`src/pxs_pkg.sv`:
```
// Purpose: constants and types for the per-port crossover special control register
// Assumes: one 16-bit register per port, reached over AHB-Lite as one word
// Notes: offsets are byte addresses; only the special register offset is derived from its register index
package pxs_pkg;
	// ----------------------------------------
	// register map
	// ----------------------------------------
	localparam logic [7:0] PXS_IDX_SPECIAL = 8'h1b;
	localparam logic [9:0] PXS_ADDR_SPECIAL = {PXS_IDX_SPECIAL, 2'b00};
	localparam logic [9:0] PXS_ADDR_HWCFG = 10'h080;
	localparam logic [9:0] PXS_ADDR_RESETCTL = 10'h084;
	localparam int PXS_ADDR_W = 10;
	// ----------------------------------------
	// field positions
	// ----------------------------------------
	localparam int PXS_BIT_SRC_SEL = 15;
	localparam int PXS_BIT_AUTO_EN = 14;
	localparam int PXS_BIT_MAN_STATE = 13;
	localparam int PXS_BIT_HB_DIS = 11;
	localparam int PXS_BIT_PLL_LOCK = 10;
	localparam int PXS_BIT_POL_REV = 4;
	localparam int PXS_BIT_HW_AUTO_STRAP = 0;
	localparam int PXS_BIT_HW_MAN_STRAP = 1;
	localparam int PXS_BIT_RST_PHY = 0;
	localparam int PXS_BIT_RST_SOFT_EN = 1;
	localparam logic [15:0] PXS_CTRL_WMASK = 16'hec00;
	localparam logic [15:0] PXS_CTRL_RESET = 16'h0000;
	// ----------------------------------------
	// types
	// ----------------------------------------
	typedef enum logic [2:0] {
		PXS_MODE_STRAIGHT = 3'b001,
		PXS_MODE_CROSS = 3'b010,
		PXS_MODE_AUTO = 3'b100
	} pxs_mode_t;
	typedef struct packed {
		logic src_sel;
		logic auto_en;
		logic man_state;
		logic hb_dis;
		logic pll_lock;
	} pxs_ctrl_t;
	typedef struct packed {
		logic auto_strap;
		logic man_strap;
	} pxs_strap_t;
endpackage : pxs_pkg
```
`src/pxs_crossover_ctrl.sv`:
```
// Purpose: crossover source select, heartbeat and pll controls with a polarity indication
// Assumes: straps are latched at the release of reset; inputs synchronous to core_clk
// Notes: zero-wait AHB-Lite slave, responses always OKAY
`timescale 1ns/10ps
// Notes on behaviour
// - select set: straps ignored, software bits decide
// - select clear (reset): latched straps decide
// - software 00 straight, 01 cross, 10 auto
// - auto strap wins; else manual strap decides
// - latched auto strap readable in config register
// - heartbeat disable resets 0; 1 suppresses test
// - pll lock bit forces reference, blocks 10M
// - read-only polarity bit, 1 reversed, resets 0
// - control bits default on soft phy reset
// - register at index 27, 16 bits wide
module pxs_crossover_ctrl (
	// clock, reset, enable
	input wire logic core_clk,
	input wire logic reset,
	input wire logic clk_en,
	// ahb-lite slave
	input wire logic hsel,
	input wire logic [31:0] haddr,
	input wire logic [1:0] htrans,
	input wire logic hwrite,
	input wire logic [2:0] hsize,
	input wire logic [31:0] hwdata,
	input wire logic hready,
	output logic [31:0] hrdata,
	output logic hreadyout,
	output logic hresp,
	// straps and phy status
	input wire pxs_pkg::pxs_strap_t strap_in,
	input wire logic polarity_reversed_in,
	// controls to the phy
	output pxs_pkg::pxs_mode_t crossover_mode,
	output logic heartbeat_test_disable,
	output logic rx_pll_reference_lock,
	output logic rx_10m_block,
	output logic phy_soft_reset
);
	import pxs_pkg::*;

	// ----------------------------------------
	// state
	// ----------------------------------------
	pxs_ctrl_t ctrl_q, ctrl_d;
	pxs_strap_t strap_q, strap_d;
	logic strap_taken_q, strap_taken_d;
	logic soft_en_q, soft_en_d;
	logic pol_q, pol_d;
	logic wr_pend_q, wr_pend_d;
	logic [PXS_ADDR_W-1:0] wr_addr_q, wr_addr_d;
	logic [31:0] rdata_q, rdata_d;
	logic rst_pulse_q, rst_pulse_d;
	pxs_mode_t mode_q, mode_d;
	logic addr_ok;
	logic [15:0] word_now;
	logic ready_q;
	logic resp_q;

	function automatic pxs_mode_t pxs_decode(input logic auto_b, input logic man_b, input logic strap_src);
		if (auto_b && !(strap_src == 1'b0 && man_b)) begin
			pxs_decode = PXS_MODE_AUTO;
		end else if (auto_b) begin
			// reserved software code 11: hold straight-through as the safe choice
			pxs_decode = strap_src ? PXS_MODE_AUTO : PXS_MODE_STRAIGHT;
		end else if (man_b) begin
			pxs_decode = PXS_MODE_CROSS;
		end else begin
			pxs_decode = PXS_MODE_STRAIGHT;
		end
	endfunction : pxs_decode

	function automatic logic [15:0] pxs_pack(input pxs_ctrl_t c, input logic p);
		logic [15:0] w;
		w = 16'h0000;
		w[PXS_BIT_SRC_SEL] = c.src_sel;
		w[PXS_BIT_AUTO_EN] = c.auto_en;
		w[PXS_BIT_MAN_STATE] = c.man_state;
		w[PXS_BIT_HB_DIS] = c.hb_dis;
		w[PXS_BIT_PLL_LOCK] = c.pll_lock;
		w[PXS_BIT_POL_REV] = p;
		pxs_pack = w;
	endfunction : pxs_pack

	// ----------------------------------------
	// bus and register logic
	// ----------------------------------------
	assign addr_ok = hsel && hready && htrans[1] && (hsize == 3'b010);
	assign word_now = pxs_pack(ctrl_q, pol_q);

	always_comb begin
		ctrl_d = ctrl_q;
		strap_d = strap_q;
		strap_taken_d = 1'b1;
		soft_en_d = soft_en_q;
		pol_d = polarity_reversed_in;
		wr_pend_d = 1'b0;
		wr_addr_d = wr_addr_q;
		rdata_d = rdata_q;
		rst_pulse_d = 1'b0;
		if (!strap_taken_q) begin
			strap_d = strap_in;
		end
		if (wr_pend_q) begin
			case (wr_addr_q)
				PXS_ADDR_SPECIAL: begin
					ctrl_d.src_sel = hwdata[PXS_BIT_SRC_SEL];
					ctrl_d.auto_en = hwdata[PXS_BIT_AUTO_EN];
					ctrl_d.man_state = hwdata[PXS_BIT_MAN_STATE];
					ctrl_d.hb_dis = hwdata[PXS_BIT_HB_DIS];
					ctrl_d.pll_lock = hwdata[PXS_BIT_PLL_LOCK];
				end
				PXS_ADDR_RESETCTL: begin
					soft_en_d = hwdata[PXS_BIT_RST_SOFT_EN];
					if (hwdata[PXS_BIT_RST_PHY] && hwdata[PXS_BIT_RST_SOFT_EN]) begin
						ctrl_d = pxs_ctrl_t'(PXS_CTRL_RESET[4:0]);
						rst_pulse_d = 1'b1;
					end
				end
				default: begin
				end
			endcase
		end
		if (addr_ok) begin
			if (hwrite) begin
				wr_pend_d = 1'b1;
				wr_addr_d = haddr[PXS_ADDR_W-1:0];
			end else begin
				case (haddr[PXS_ADDR_W-1:0])
					// forwarded so a read right behind a write returns the new word
					PXS_ADDR_SPECIAL: rdata_d = {16'h0000, pxs_pack(ctrl_d, pol_q)};
					PXS_ADDR_HWCFG: begin
						rdata_d = 32'h0000_0000;
						rdata_d[PXS_BIT_HW_AUTO_STRAP] = strap_q.auto_strap;
						rdata_d[PXS_BIT_HW_MAN_STRAP] = strap_q.man_strap;
					end
					PXS_ADDR_RESETCTL: begin
						rdata_d = 32'h0000_0000;
						rdata_d[PXS_BIT_RST_SOFT_EN] = soft_en_d;
					end
					default: rdata_d = 32'h0000_0000;
				endcase
			end
		end
	end

	// ----------------------------------------
	// crossover source and decode
	// ----------------------------------------
	always_comb begin
		if (ctrl_q.src_sel) begin
			mode_d = pxs_decode(ctrl_q.auto_en, ctrl_q.man_state, 1'b0);
		end else begin
			mode_d = pxs_decode(strap_q.auto_strap, strap_q.man_strap, 1'b1);
		end
	end

	// ----------------------------------------
	// registers, one block per group of state
	// ----------------------------------------
	always_ff @(posedge core_clk or posedge reset) begin
		if (reset) begin
			ctrl_q <= pxs_ctrl_t'(PXS_CTRL_RESET[4:0]);
		end else if (clk_en) begin
			ctrl_q <= ctrl_d;
		end
	end

	// straps are taken once; a soft phy reset does not sample them again
	always_ff @(posedge core_clk or posedge reset) begin
		if (reset) begin
			strap_q <= '0;
			strap_taken_q <= 1'b0;
		end else if (clk_en) begin
			strap_q <= strap_d;
			strap_taken_q <= strap_taken_d;
		end
	end

	always_ff @(posedge core_clk or posedge reset) begin
		if (reset) begin
			soft_en_q <= 1'b0;
			rst_pulse_q <= 1'b0;
		end else if (clk_en) begin
			soft_en_q <= soft_en_d;
			rst_pulse_q <= rst_pulse_d;
		end
	end

	always_ff @(posedge core_clk or posedge reset) begin
		if (reset) begin
			pol_q <= 1'b0;
		end else if (clk_en) begin
			pol_q <= pol_d;
		end
	end

	// ready and response are flops so every output leaves a register
	always_ff @(posedge core_clk or posedge reset) begin
		if (reset) begin
			wr_pend_q <= 1'b0;
			wr_addr_q <= '0;
			rdata_q <= 32'h0000_0000;
			ready_q <= 1'b1;
			resp_q <= 1'b0;
		end else if (clk_en) begin
			wr_pend_q <= wr_pend_d;
			wr_addr_q <= wr_addr_d;
			rdata_q <= rdata_d;
			ready_q <= 1'b1;
			resp_q <= 1'b0;
		end
	end

	always_ff @(posedge core_clk or posedge reset) begin
		if (reset) begin
			mode_q <= PXS_MODE_STRAIGHT;
		end else if (clk_en) begin
			mode_q <= mode_d;
		end
	end

	// ----------------------------------------
	// outputs
	// ----------------------------------------
	// read data is registered at the address phase, so it is stable through the data phase
	assign hrdata = rdata_q;
	assign hreadyout = ready_q;
	assign hresp = resp_q;
	assign crossover_mode = mode_q;
	assign heartbeat_test_disable = ctrl_q.hb_dis;
	assign rx_pll_reference_lock = ctrl_q.pll_lock;
	assign rx_10m_block = ctrl_q.pll_lock;
	assign phy_soft_reset = rst_pulse_q;

	// ----------------------------------------
	// checks
	// ----------------------------------------
	sw_source_a: assert property (@(posedge core_clk) disable iff (reset)
		(clk_en && ctrl_q.src_sel && !ctrl_q.auto_en && ctrl_q.man_state) |=> (!clk_en || mode_q == PXS_MODE_CROSS))
		else $error("software crossover select not honoured");
	sw_auto_a: assert property (@(posedge core_clk) disable iff (reset)
		(clk_en && ctrl_q.src_sel && ctrl_q.auto_en && !ctrl_q.man_state) |=> (!clk_en || mode_q == PXS_MODE_AUTO))
		else $error("software auto code not decoded");
	strap_auto_a: assert property (@(posedge core_clk) disable iff (reset)
		(clk_en && !ctrl_q.src_sel && strap_q.auto_strap) |=> (!clk_en || mode_q == PXS_MODE_AUTO))
		else $error("auto strap did not win");
	strap_manual_a: assert property (@(posedge core_clk) disable iff (reset)
		(clk_en && !reset && !ctrl_q.src_sel && !strap_q.auto_strap) |=>
		(!clk_en || mode_q == ($past(strap_q.man_strap) ? PXS_MODE_CROSS : PXS_MODE_STRAIGHT)))
		else $error("manual strap not followed");
	pol_track_a: assert property (@(posedge core_clk) disable iff (reset)
		(clk_en && !reset) |=> (!clk_en || pol_q == $past(polarity_reversed_in)))
		else $error("polarity indication stale");
	reserved_zero_a: assert property (@(posedge core_clk) disable iff (reset)
		(word_now & 16'h13ef) == 16'h0000)
		else $error("reserved bits not zero");
	soft_reset_a: assert property (@(posedge core_clk) disable iff (reset)
		(clk_en && rst_pulse_d) |=> (ctrl_q == '0 && phy_soft_reset))
		else $error("soft reset did not clear controls");
	pll_block_a: assert property (@(posedge core_clk) disable iff (reset)
		rx_pll_reference_lock == rx_10m_block && rx_pll_reference_lock == word_now[PXS_BIT_PLL_LOCK])
		else $error("pll lock and 10M block disagree");
	hb_write_a: assert property (@(posedge core_clk) disable iff (reset)
		(clk_en && wr_pend_q && wr_addr_q == PXS_ADDR_SPECIAL) |=> (heartbeat_test_disable == $past(hwdata[PXS_BIT_HB_DIS])))
		else $error("heartbeat disable write lost");
	sw_straight_a: assert property (@(posedge core_clk) disable iff (reset)
		(clk_en && ctrl_q.src_sel && !ctrl_q.auto_en && !ctrl_q.man_state) |=> (!clk_en || mode_q == PXS_MODE_STRAIGHT))
		else $error("software straight code not decoded");
	sw_reserved_a: assert property (@(posedge core_clk) disable iff (reset)
		(clk_en && ctrl_q.src_sel && ctrl_q.auto_en && ctrl_q.man_state) |=> (!clk_en || mode_q == PXS_MODE_STRAIGHT))
		else $error("reserved software code not held safe");
	src_write_a: assert property (@(posedge core_clk) disable iff (reset)
		(clk_en && !reset && wr_pend_q && wr_addr_q == PXS_ADDR_SPECIAL) |=>
		(ctrl_q.src_sel == $past(hwdata[PXS_BIT_SRC_SEL])))
		else $error("source select write lost");
	pll_write_a: assert property (@(posedge core_clk) disable iff (reset)
		(clk_en && !reset && wr_pend_q && wr_addr_q == PXS_ADDR_SPECIAL) |=>
		(rx_pll_reference_lock == $past(hwdata[PXS_BIT_PLL_LOCK])))
		else $error("pll lock write lost");
	mode_onehot_a: assert property (@(posedge core_clk) disable iff (reset)
		$onehot(crossover_mode))
		else $error("crossover mode not one-hot");

	// ----------------------------------------
	// strap and read checks
	// ----------------------------------------
	strap_latch_a: assert property (@(posedge core_clk) disable iff (reset)
		(clk_en && !reset && !strap_taken_q) |=> (strap_q == $past(strap_in)))
		else $error("straps not latched");
	strap_hold_a: assert property (@(posedge core_clk) disable iff (reset)
		(clk_en && !reset && strap_taken_q) |=> (strap_q == $past(strap_q)))
		else $error("latched straps moved");
	hwcfg_read_a: assert property (@(posedge core_clk) disable iff (reset)
		(clk_en && !reset && addr_ok && !hwrite && haddr[PXS_ADDR_W-1:0] == PXS_ADDR_HWCFG) |=>
		(hrdata[PXS_BIT_HW_AUTO_STRAP] == $past(strap_q.auto_strap)))
		else $error("auto strap state not readable");
	special_read_a: assert property (@(posedge core_clk) disable iff (reset)
		(clk_en && !reset && addr_ok && !hwrite && haddr[PXS_ADDR_W-1:0] == PXS_ADDR_SPECIAL) |=>
		(hrdata[31:16] == 16'h0000))
		else $error("upper half of register not zero");
	pol_read_a: assert property (@(posedge core_clk) disable iff (reset)
		(clk_en && !reset && addr_ok && !hwrite && haddr[PXS_ADDR_W-1:0] == PXS_ADDR_SPECIAL) |=>
		(hrdata[PXS_BIT_POL_REV] == $past(pol_q)))
		else $error("polarity bit not read back");
	unmapped_read_a: assert property (@(posedge core_clk) disable iff (reset)
		(clk_en && !reset && addr_ok && !hwrite && haddr[PXS_ADDR_W-1:0] != PXS_ADDR_SPECIAL &&
		haddr[PXS_ADDR_W-1:0] != PXS_ADDR_HWCFG && haddr[PXS_ADDR_W-1:0] != PXS_ADDR_RESETCTL) |=>
		(hrdata == 32'h0000_0000))
		else $error("unmapped read not zero");
	size_refuse_a: assert property (@(posedge core_clk) disable iff (reset)
		(clk_en && !reset && hsel && hready && htrans[1] && hsize != 3'b010) |=> !wr_pend_q)
		else $error("non-word transfer taken");
	ready_high_a: assert property (@(posedge core_clk) disable iff (reset)
		hreadyout && !hresp)
		else $error("slave not ready or not okay");

	// ----------------------------------------
	// soft reset and clock enable checks
	// ----------------------------------------
	soft_enable_a: assert property (@(posedge core_clk) disable iff (reset)
		(clk_en && !reset && wr_pend_q && wr_addr_q == PXS_ADDR_RESETCTL) |=>
		(soft_en_q == $past(hwdata[PXS_BIT_RST_SOFT_EN])))
		else $error("soft reset enable write lost");
	soft_gate_a: assert property (@(posedge core_clk) disable iff (reset)
		(clk_en && !reset && wr_pend_q && wr_addr_q == PXS_ADDR_RESETCTL && !hwdata[PXS_BIT_RST_SOFT_EN]) |=>
		(!phy_soft_reset && ctrl_q == $past(ctrl_q)))
		else $error("soft reset without its enable");
	freeze_ctrl_a: assert property (@(posedge core_clk) disable iff (reset)
		(!clk_en && !reset) |=> (ctrl_q == $past(ctrl_q) && mode_q == $past(mode_q)))
		else $error("controls moved while frozen");
	freeze_bus_a: assert property (@(posedge core_clk) disable iff (reset)
		(!clk_en && !reset) |=> (rdata_q == $past(rdata_q) && wr_pend_q == $past(wr_pend_q)))
		else $error("bus state moved while frozen");
	freeze_status_a: assert property (@(posedge core_clk) disable iff (reset)
		(!clk_en && !reset) |=> (pol_q == $past(pol_q) && strap_q == $past(strap_q)))
		else $error("status moved while frozen");
endmodule : pxs_crossover_ctrl

```
`config.mk`:
```
export PLATFORM = sky130hd
export DESIGN_NAME = pxs_crossover_ctrl
export DESIGN_NICKNAME = d
export VERILOG_FILES = /design/src/pxs_pkg.sv /design/src/pxs_crossover_ctrl.sv
export SDC_FILE = /design/constraint.sdc
export NUM_CORES = 1
export LEC_CHECK = 0
export ABC_CLOCK_PERIOD_IN_PS = 1700
export BUFFER_PORTS_ARGS = -buffer_cell sky130_fd_sc_hd__buf_4
export CAP_MARGIN = 10
export CELL_PAD_IN_SITES_DETAIL_PLACEMENT = 0
export CELL_PAD_IN_SITES_GLOBAL_PLACEMENT = 1
export CORE_UTILIZATION = 27
export CTS_BUF_LIST = sky130_fd_sc_hd__clkbuf_16
export DETAILED_ROUTE_END_ITERATION = 12
export PLACE_DENSITY_LB_ADDON = 0.3
export SLEW_MARGIN = 20
export SYNTH_ARGS = -nofsm -noshare
export SYNTH_HDL_FRONTEND = slang
export SYNTH_SLANG_ARGS = --single-unit
export TNS_END_PERCENT = 50
```
`constraint.sdc`:
```
create_clock -name core_clk -period 1.7 [get_ports core_clk]
set_input_delay 0.17 -clock core_clk [delete_from_list [all_inputs] [get_ports core_clk]]
set_output_delay 0.17 -clock core_clk [all_outputs]
set_load 0.03 [all_outputs]
```
* After elaboration in Yosys (flattened, before gate mapping)
Cells that the tools add are included.
Storage, ports and cells: bits in registers 57, input port bits 78, output and inout bits 41, word-level logic and storage cells 49
Cells by class: equality and inequality tests 6, muxes and demuxes 17, bitwise logic cells 2, reductions and logical operators 9
Operator list (number):
- 16-bit case mux with 3 select lines | 1
- 10-bit by 8-bit == test with 1-bit output, second input constant | 3
- 10-bit by 7-bit == test with 1-bit output, second input constant | 2
- 5-bit 2-to-1 mux | 2
- 5-bit case mux with 2 select lines | 1
- 3-bit 2-to-1 mux | 3
- 1-bit 2-to-1 mux | 7
- 2-bit 2-to-1 mux | 3
- 3-bit AND reduction | 2
- 1-bit logical AND | 5
- 3-bit by 2-bit == test with 1-bit output, second input constant | 1
- 1-bit NOT | 2
- 2-bit AND reduction | 1
- 1-bit logical NOT | 1

* Depth between registers and ports, before layout
depth in word-level cells 5, gate-level depth with buffers 6, mapped depth without buffers 4

* Worst setup path before layout
No wires, ideal clock.
kind register -> register, start register wr_addr_q[5], end register ctrl_q[2] (netlist name), setup time 125 ps, arrival 1475 ps, data required time 1575 ps, setup slack 100 ps, stages on the path, launching flop included 6, buffers on the path 1, clock period less this slack 1600 ps, cell sequence dfrtp_1 nor4b_4 a31oi_1 or2_2 clkbuf_1 o2bb2ai_1
On the way: longest elaborated chain between the ends 3, elaborated cells between the ends (all ways) 4, those cells by class eq/ne (2); mux (2)
RTL lines:
- start: declaration | RTL line pxs_crossover_ctrl.sv:53 | logic [PXS_ADDR_W-1:0] wr_addr_q, wr_addr_d;
- start signal: assignment | RTL line pxs_crossover_ctrl.sv:210 | wr_addr_q <= wr_addr_d;
- 10-bit by 8-bit == test with 1-bit output / 10-bit by 7-bit == test with 1-bit output (equally long branches) | RTL line pxs_crossover_ctrl.sv:107 | case (wr_addr_q)
- 5-bit case mux with 2 select lines (*) | RTL line pxs_crossover_ctrl.sv:107
- 5-bit 2-to-1 mux (*) | RTL line pxs_crossover_ctrl.sv:106 | if (wr_pend_q) begin
- end signal: assignment | RTL line pxs_crossover_ctrl.sv:165 | ctrl_q <= pxs_ctrl_t'(PXS_CTRL_RESET[4:0]);
- end signal: assignment | RTL line pxs_crossover_ctrl.sv:167 | ctrl_q <= ctrl_d;
- end: declaration | RTL line pxs_crossover_ctrl.sv:47 | pxs_ctrl_t ctrl_q, ctrl_d;
Every way passes the cells marked *; elsewhere a longest branch is shown, timed or not. A chain may end at the register's enable or synchronous reset.

* Worst setup path after layout
start register wr_addr_q[5], end register rdata_q[1] (netlist: hrdata[1])
On the way: longest elaborated chain between the ends 4
RTL lines:
- 10-bit by 8-bit == test with 1-bit output | RTL line pxs_crossover_ctrl.sv:107
- 1-bit 2-to-1 mux | RTL line pxs_crossover_ctrl.sv:107
- 1-bit 2-to-1 mux | RTL line pxs_crossover_ctrl.sv:106
- 16-bit case mux with 3 select lines | RTL line pxs_crossover_ctrl.sv:131 | case (haddr[PXS_ADDR_W-1:0])
- end signal: assignment | RTL line pxs_crossover_ctrl.sv:211 | rdata_q <= rdata_d;
- end: declaration | RTL line pxs_crossover_ctrl.sv:54 | logic [31:0] rdata_q, rdata_d;
Every way passes these cells.

==> flow_summary.ini <==
[drt]
routed_via_density = 4.41
wl_met2_mm = 1.67
drtAntennaViolNets = 0
post-route-drc-count = 0
drt-met1-wl_mm = 1.85
wl_met3_microns = 247
finalWirelength_mm = 3.82
wl_per_cell_microns = 12.6
drt_iter0_markers = 58
via_count = 1336
top_layer = met4
firstDrtPassIters = 4

[cells_and_area]
postLayoutCellArea_sq_um = 2280
nNetsFinal = 305
antennaDiodeCount = 0
fillers = 671
synthToLayoutAreaGrowth_pct = 27.7
final_layout_size_suffix_gt1_frac = 0.341

[synth]
synth_cells = 175
avgSynthCellArea_sq_um = 10.2
netlist_area_sq_um = 1780
yosysTopAreaCell = dfrtp_1
synth_top_area_frac = 0.449
ys_top_cells_by_area = dfrtp_1, buf_4, mux2_2
synth_seq_cells = 33
synth_cell_type_count = 34
yosysWarnings = 0
ys_seq_area_frac = 0.464

[floorplanning]
die_area_sq_um = 6930
initial_core_util = 0.281
fp.coreArea_sq_um = 6350
io_pins = 119
die_h_microns = 83.2
die_w_microns = 83.2
rows = 29

[worst_setup_path]
critical_path_class = reg -> reg
cp_max_fo = 4
cp-end-kind = flop
startpoint_type = flop
crit_arrival_ns = 1.64
required_ns = 1.85

[clock_tree]
cts_tree = yes
cts_buffer_depth = 2
numCtsBuffers = 5
clkLatencyLatePin_ns = 0.28
cts_hold_buf = 0
cts_root_buffer = clkbuf_16
clkTransAtPathRegs_ns = 0.05
cts_max_level = 2
post-cts-setup-buffer-count = 0
cts.sinks = 33
post_cts_resized = 0

[place]
place_congestion = 0.693
dp_hpwl_mm = 2.79
numPortBuffers = 44
place_area_sq_um = 2140

[status]
status = finished with violations
violations = negative hold slack

[run]
maxCapViolCount = 0

[sta]
fin_hold_ws_ns = -0.00991
setup_viol = 0
rsz0062_at_grt = false
min_period_ns = 1.49
min_period_over_period = 0.877
fmax_ghz = 0.671
maxSlewViolCount = 0
finClkSkew_ns = 0.00493
hold_viol_final = 12
tns_ns = 0

[power]
leakage_nw = 1.07
vdd_drop_max_mv = 0.418
p_per_area_nw_per_um2 = 865

[global_route]
grt_max_degree = 34
grtUsageTotal = 0.120
grt_overflow = 0
grt_pass1_wl_mm = 6.40
first_global_vias = 1309
antenna_found_initial = 0

[hold_path]
hp-class = in -> async
==> final timing paths <==
| kind | end | slack, ns | cells after the start | start |
|---|---|---|---|---|
| max | hrdata[1] | 0.21 | 5 | wr_addr_q[5] |
| min | hrdata[11] | -0.01 | 3 | reset |
| max reg2reg | hrdata[1] | 0.21 | 5 | wr_addr_q[5] |
| min reg2reg | strap_taken_q | 0.47 | 1 | strap_taken_q |
| max in group asynchronous | crossover_mode[0] | 1.36 | 3 | reset |
| min in group core_clk | strap_q[1] | 0.11 | 3 | strap_in[1] |
==> critical path, stage by stage, from the launching register on <==
cell and delay [ns]:
dfrtp_1 0.41, nor4b_4 0.32, buf_4 0.17, a31oi_1 0.07, a311oi_1 0.28, o41ai_1 0.11
==> cell families (layout without fill, tap and decap cells) <==
family,count (synthesis),in the layout,synth area share
simple gates,46,46,0.154
buf+inv,44,71,0.150
compound gates,36,36,0.138
flops,33,33,0.464
mux,12,12,0.0751
fa+ha+maj,2,2,0.0140
other cells,2,26,0.00422
==> routing by layer <==
| layer | vias to the layer above | global-route usage |
|---|---|---|
| met5 | - | 0 |
| met1 | 622 | 0.155 |
| li1 | 660 | - |
| met4 | 0 | 0.0423 |
| met2 | 48 | 0.180 |
| met3 | 6 | 0.0467 |
==> metrics by stage <==
step	instances	util	power (mW)	setup slack, ns
5_1_grt	303	0.358	2.07	0.105
4_1_cts	303	0.358	2.00	0.203
3_5_place_dp	295	0.337	1.15	0.0250
6_report	303	0.358	1.97	0.209
3_3_place_gp	295	0.337	1.15	0.0388
2_1_floorplan	199	-	1.08	0.0997
==> cell usage in the layout, fill, tap and decap left out, types with 2 or more instances in the layout <==
cell and count:
nand2_1 19, a31oi_1 2, a21oi_1 5, ha_1 2
inv_1 11, nor3_1 3, conb_1 26, nor2_1 5
nand4_1 2, or2_2 2, dfrtp_1 32, a2bb2oi_1 5
and2_1 2, a22oi_1 5, clkbuf_16 5, o21ai_0 10
o2bb2ai_1 5, o41ai_1 2, and4bb_2 2, mux2_2 11
buf_4 54, nand3_1 4
==> Yosys cell counts <==
| cell | instances |
|---|---|
| ha_1 | 2 |
| and4bb_2 | 2 |
| o22ai_1 | 1 |
| and4b_1 | 1 |
| or2_2 | 2 |
| nor4b_1 | 1 |
| and2_1 | 2 |
| mux2_2 | 11 |
| a21oi_1 | 5 |
| clkbuf_1 | 7 |
| inv_1 | 9 |
| nor2b_1 | 1 |
| dfstp_2 | 1 |
| nand3_1 | 4 |
| nor3_1 | 3 |
| a2bb2oi_1 | 5 |
| nor2_1 | 5 |
| a22oi_1 | 5 |
| buf_2 | 1 |
| o41ai_1 | 2 |
| o21ai_0 | 10 |
| or4_1 | 1 |
| nor4b_4 | 1 |
| nand4b_4 | 1 |
| nand4_1 | 2 |
| nand2_1 | 19 |
| conb_1 | 2 |
| o2bb2ai_1 | 5 |
| a311oi_1 | 1 |
| dfrtp_1 | 32 |
| a31oi_1 | 2 |
| nor3b_1 | 1 |
| buf_4 | 27 |
| mux2i_1 | 1 |
==> state kept, by name, indices dropped and copies added, names as in the netlist, 2 cells and up <==
| name | flops |
|---|---|
| wr_addr_q | 10 |
| ctrl_q | 3 |
| crossover_mode | 3 |
| strap_q | 2 |
| hrdata | 8 |
==> area by class of cell <==
| cell class | count | area (sq um) | share of cell area |
|---|---|---|---|
| Multi-Input combinational cell | 122 | 777 | 0.341 |
| Tap cell | 77 | 96.3 | 0.0423 |
| Clock inverter | 3 | 11.3 | 0.00495 |
| Inverter | 9 | 33.8 | 0.0148 |
| Sequential cell | 33 | 827 | 0.363 |
| Timing Repair Buffer | 54 | 405 | 0.178 |
| Clock buffer | 5 | 125 | 0.0550 |
==> where the power goes <==
group,internal [mW],switching [mW]
sequential,0.827,0.0264
combinational,0.107,0.170
clock,0.526,0.314
total,1.46,0.510
(Power assumes the default switching activity.)
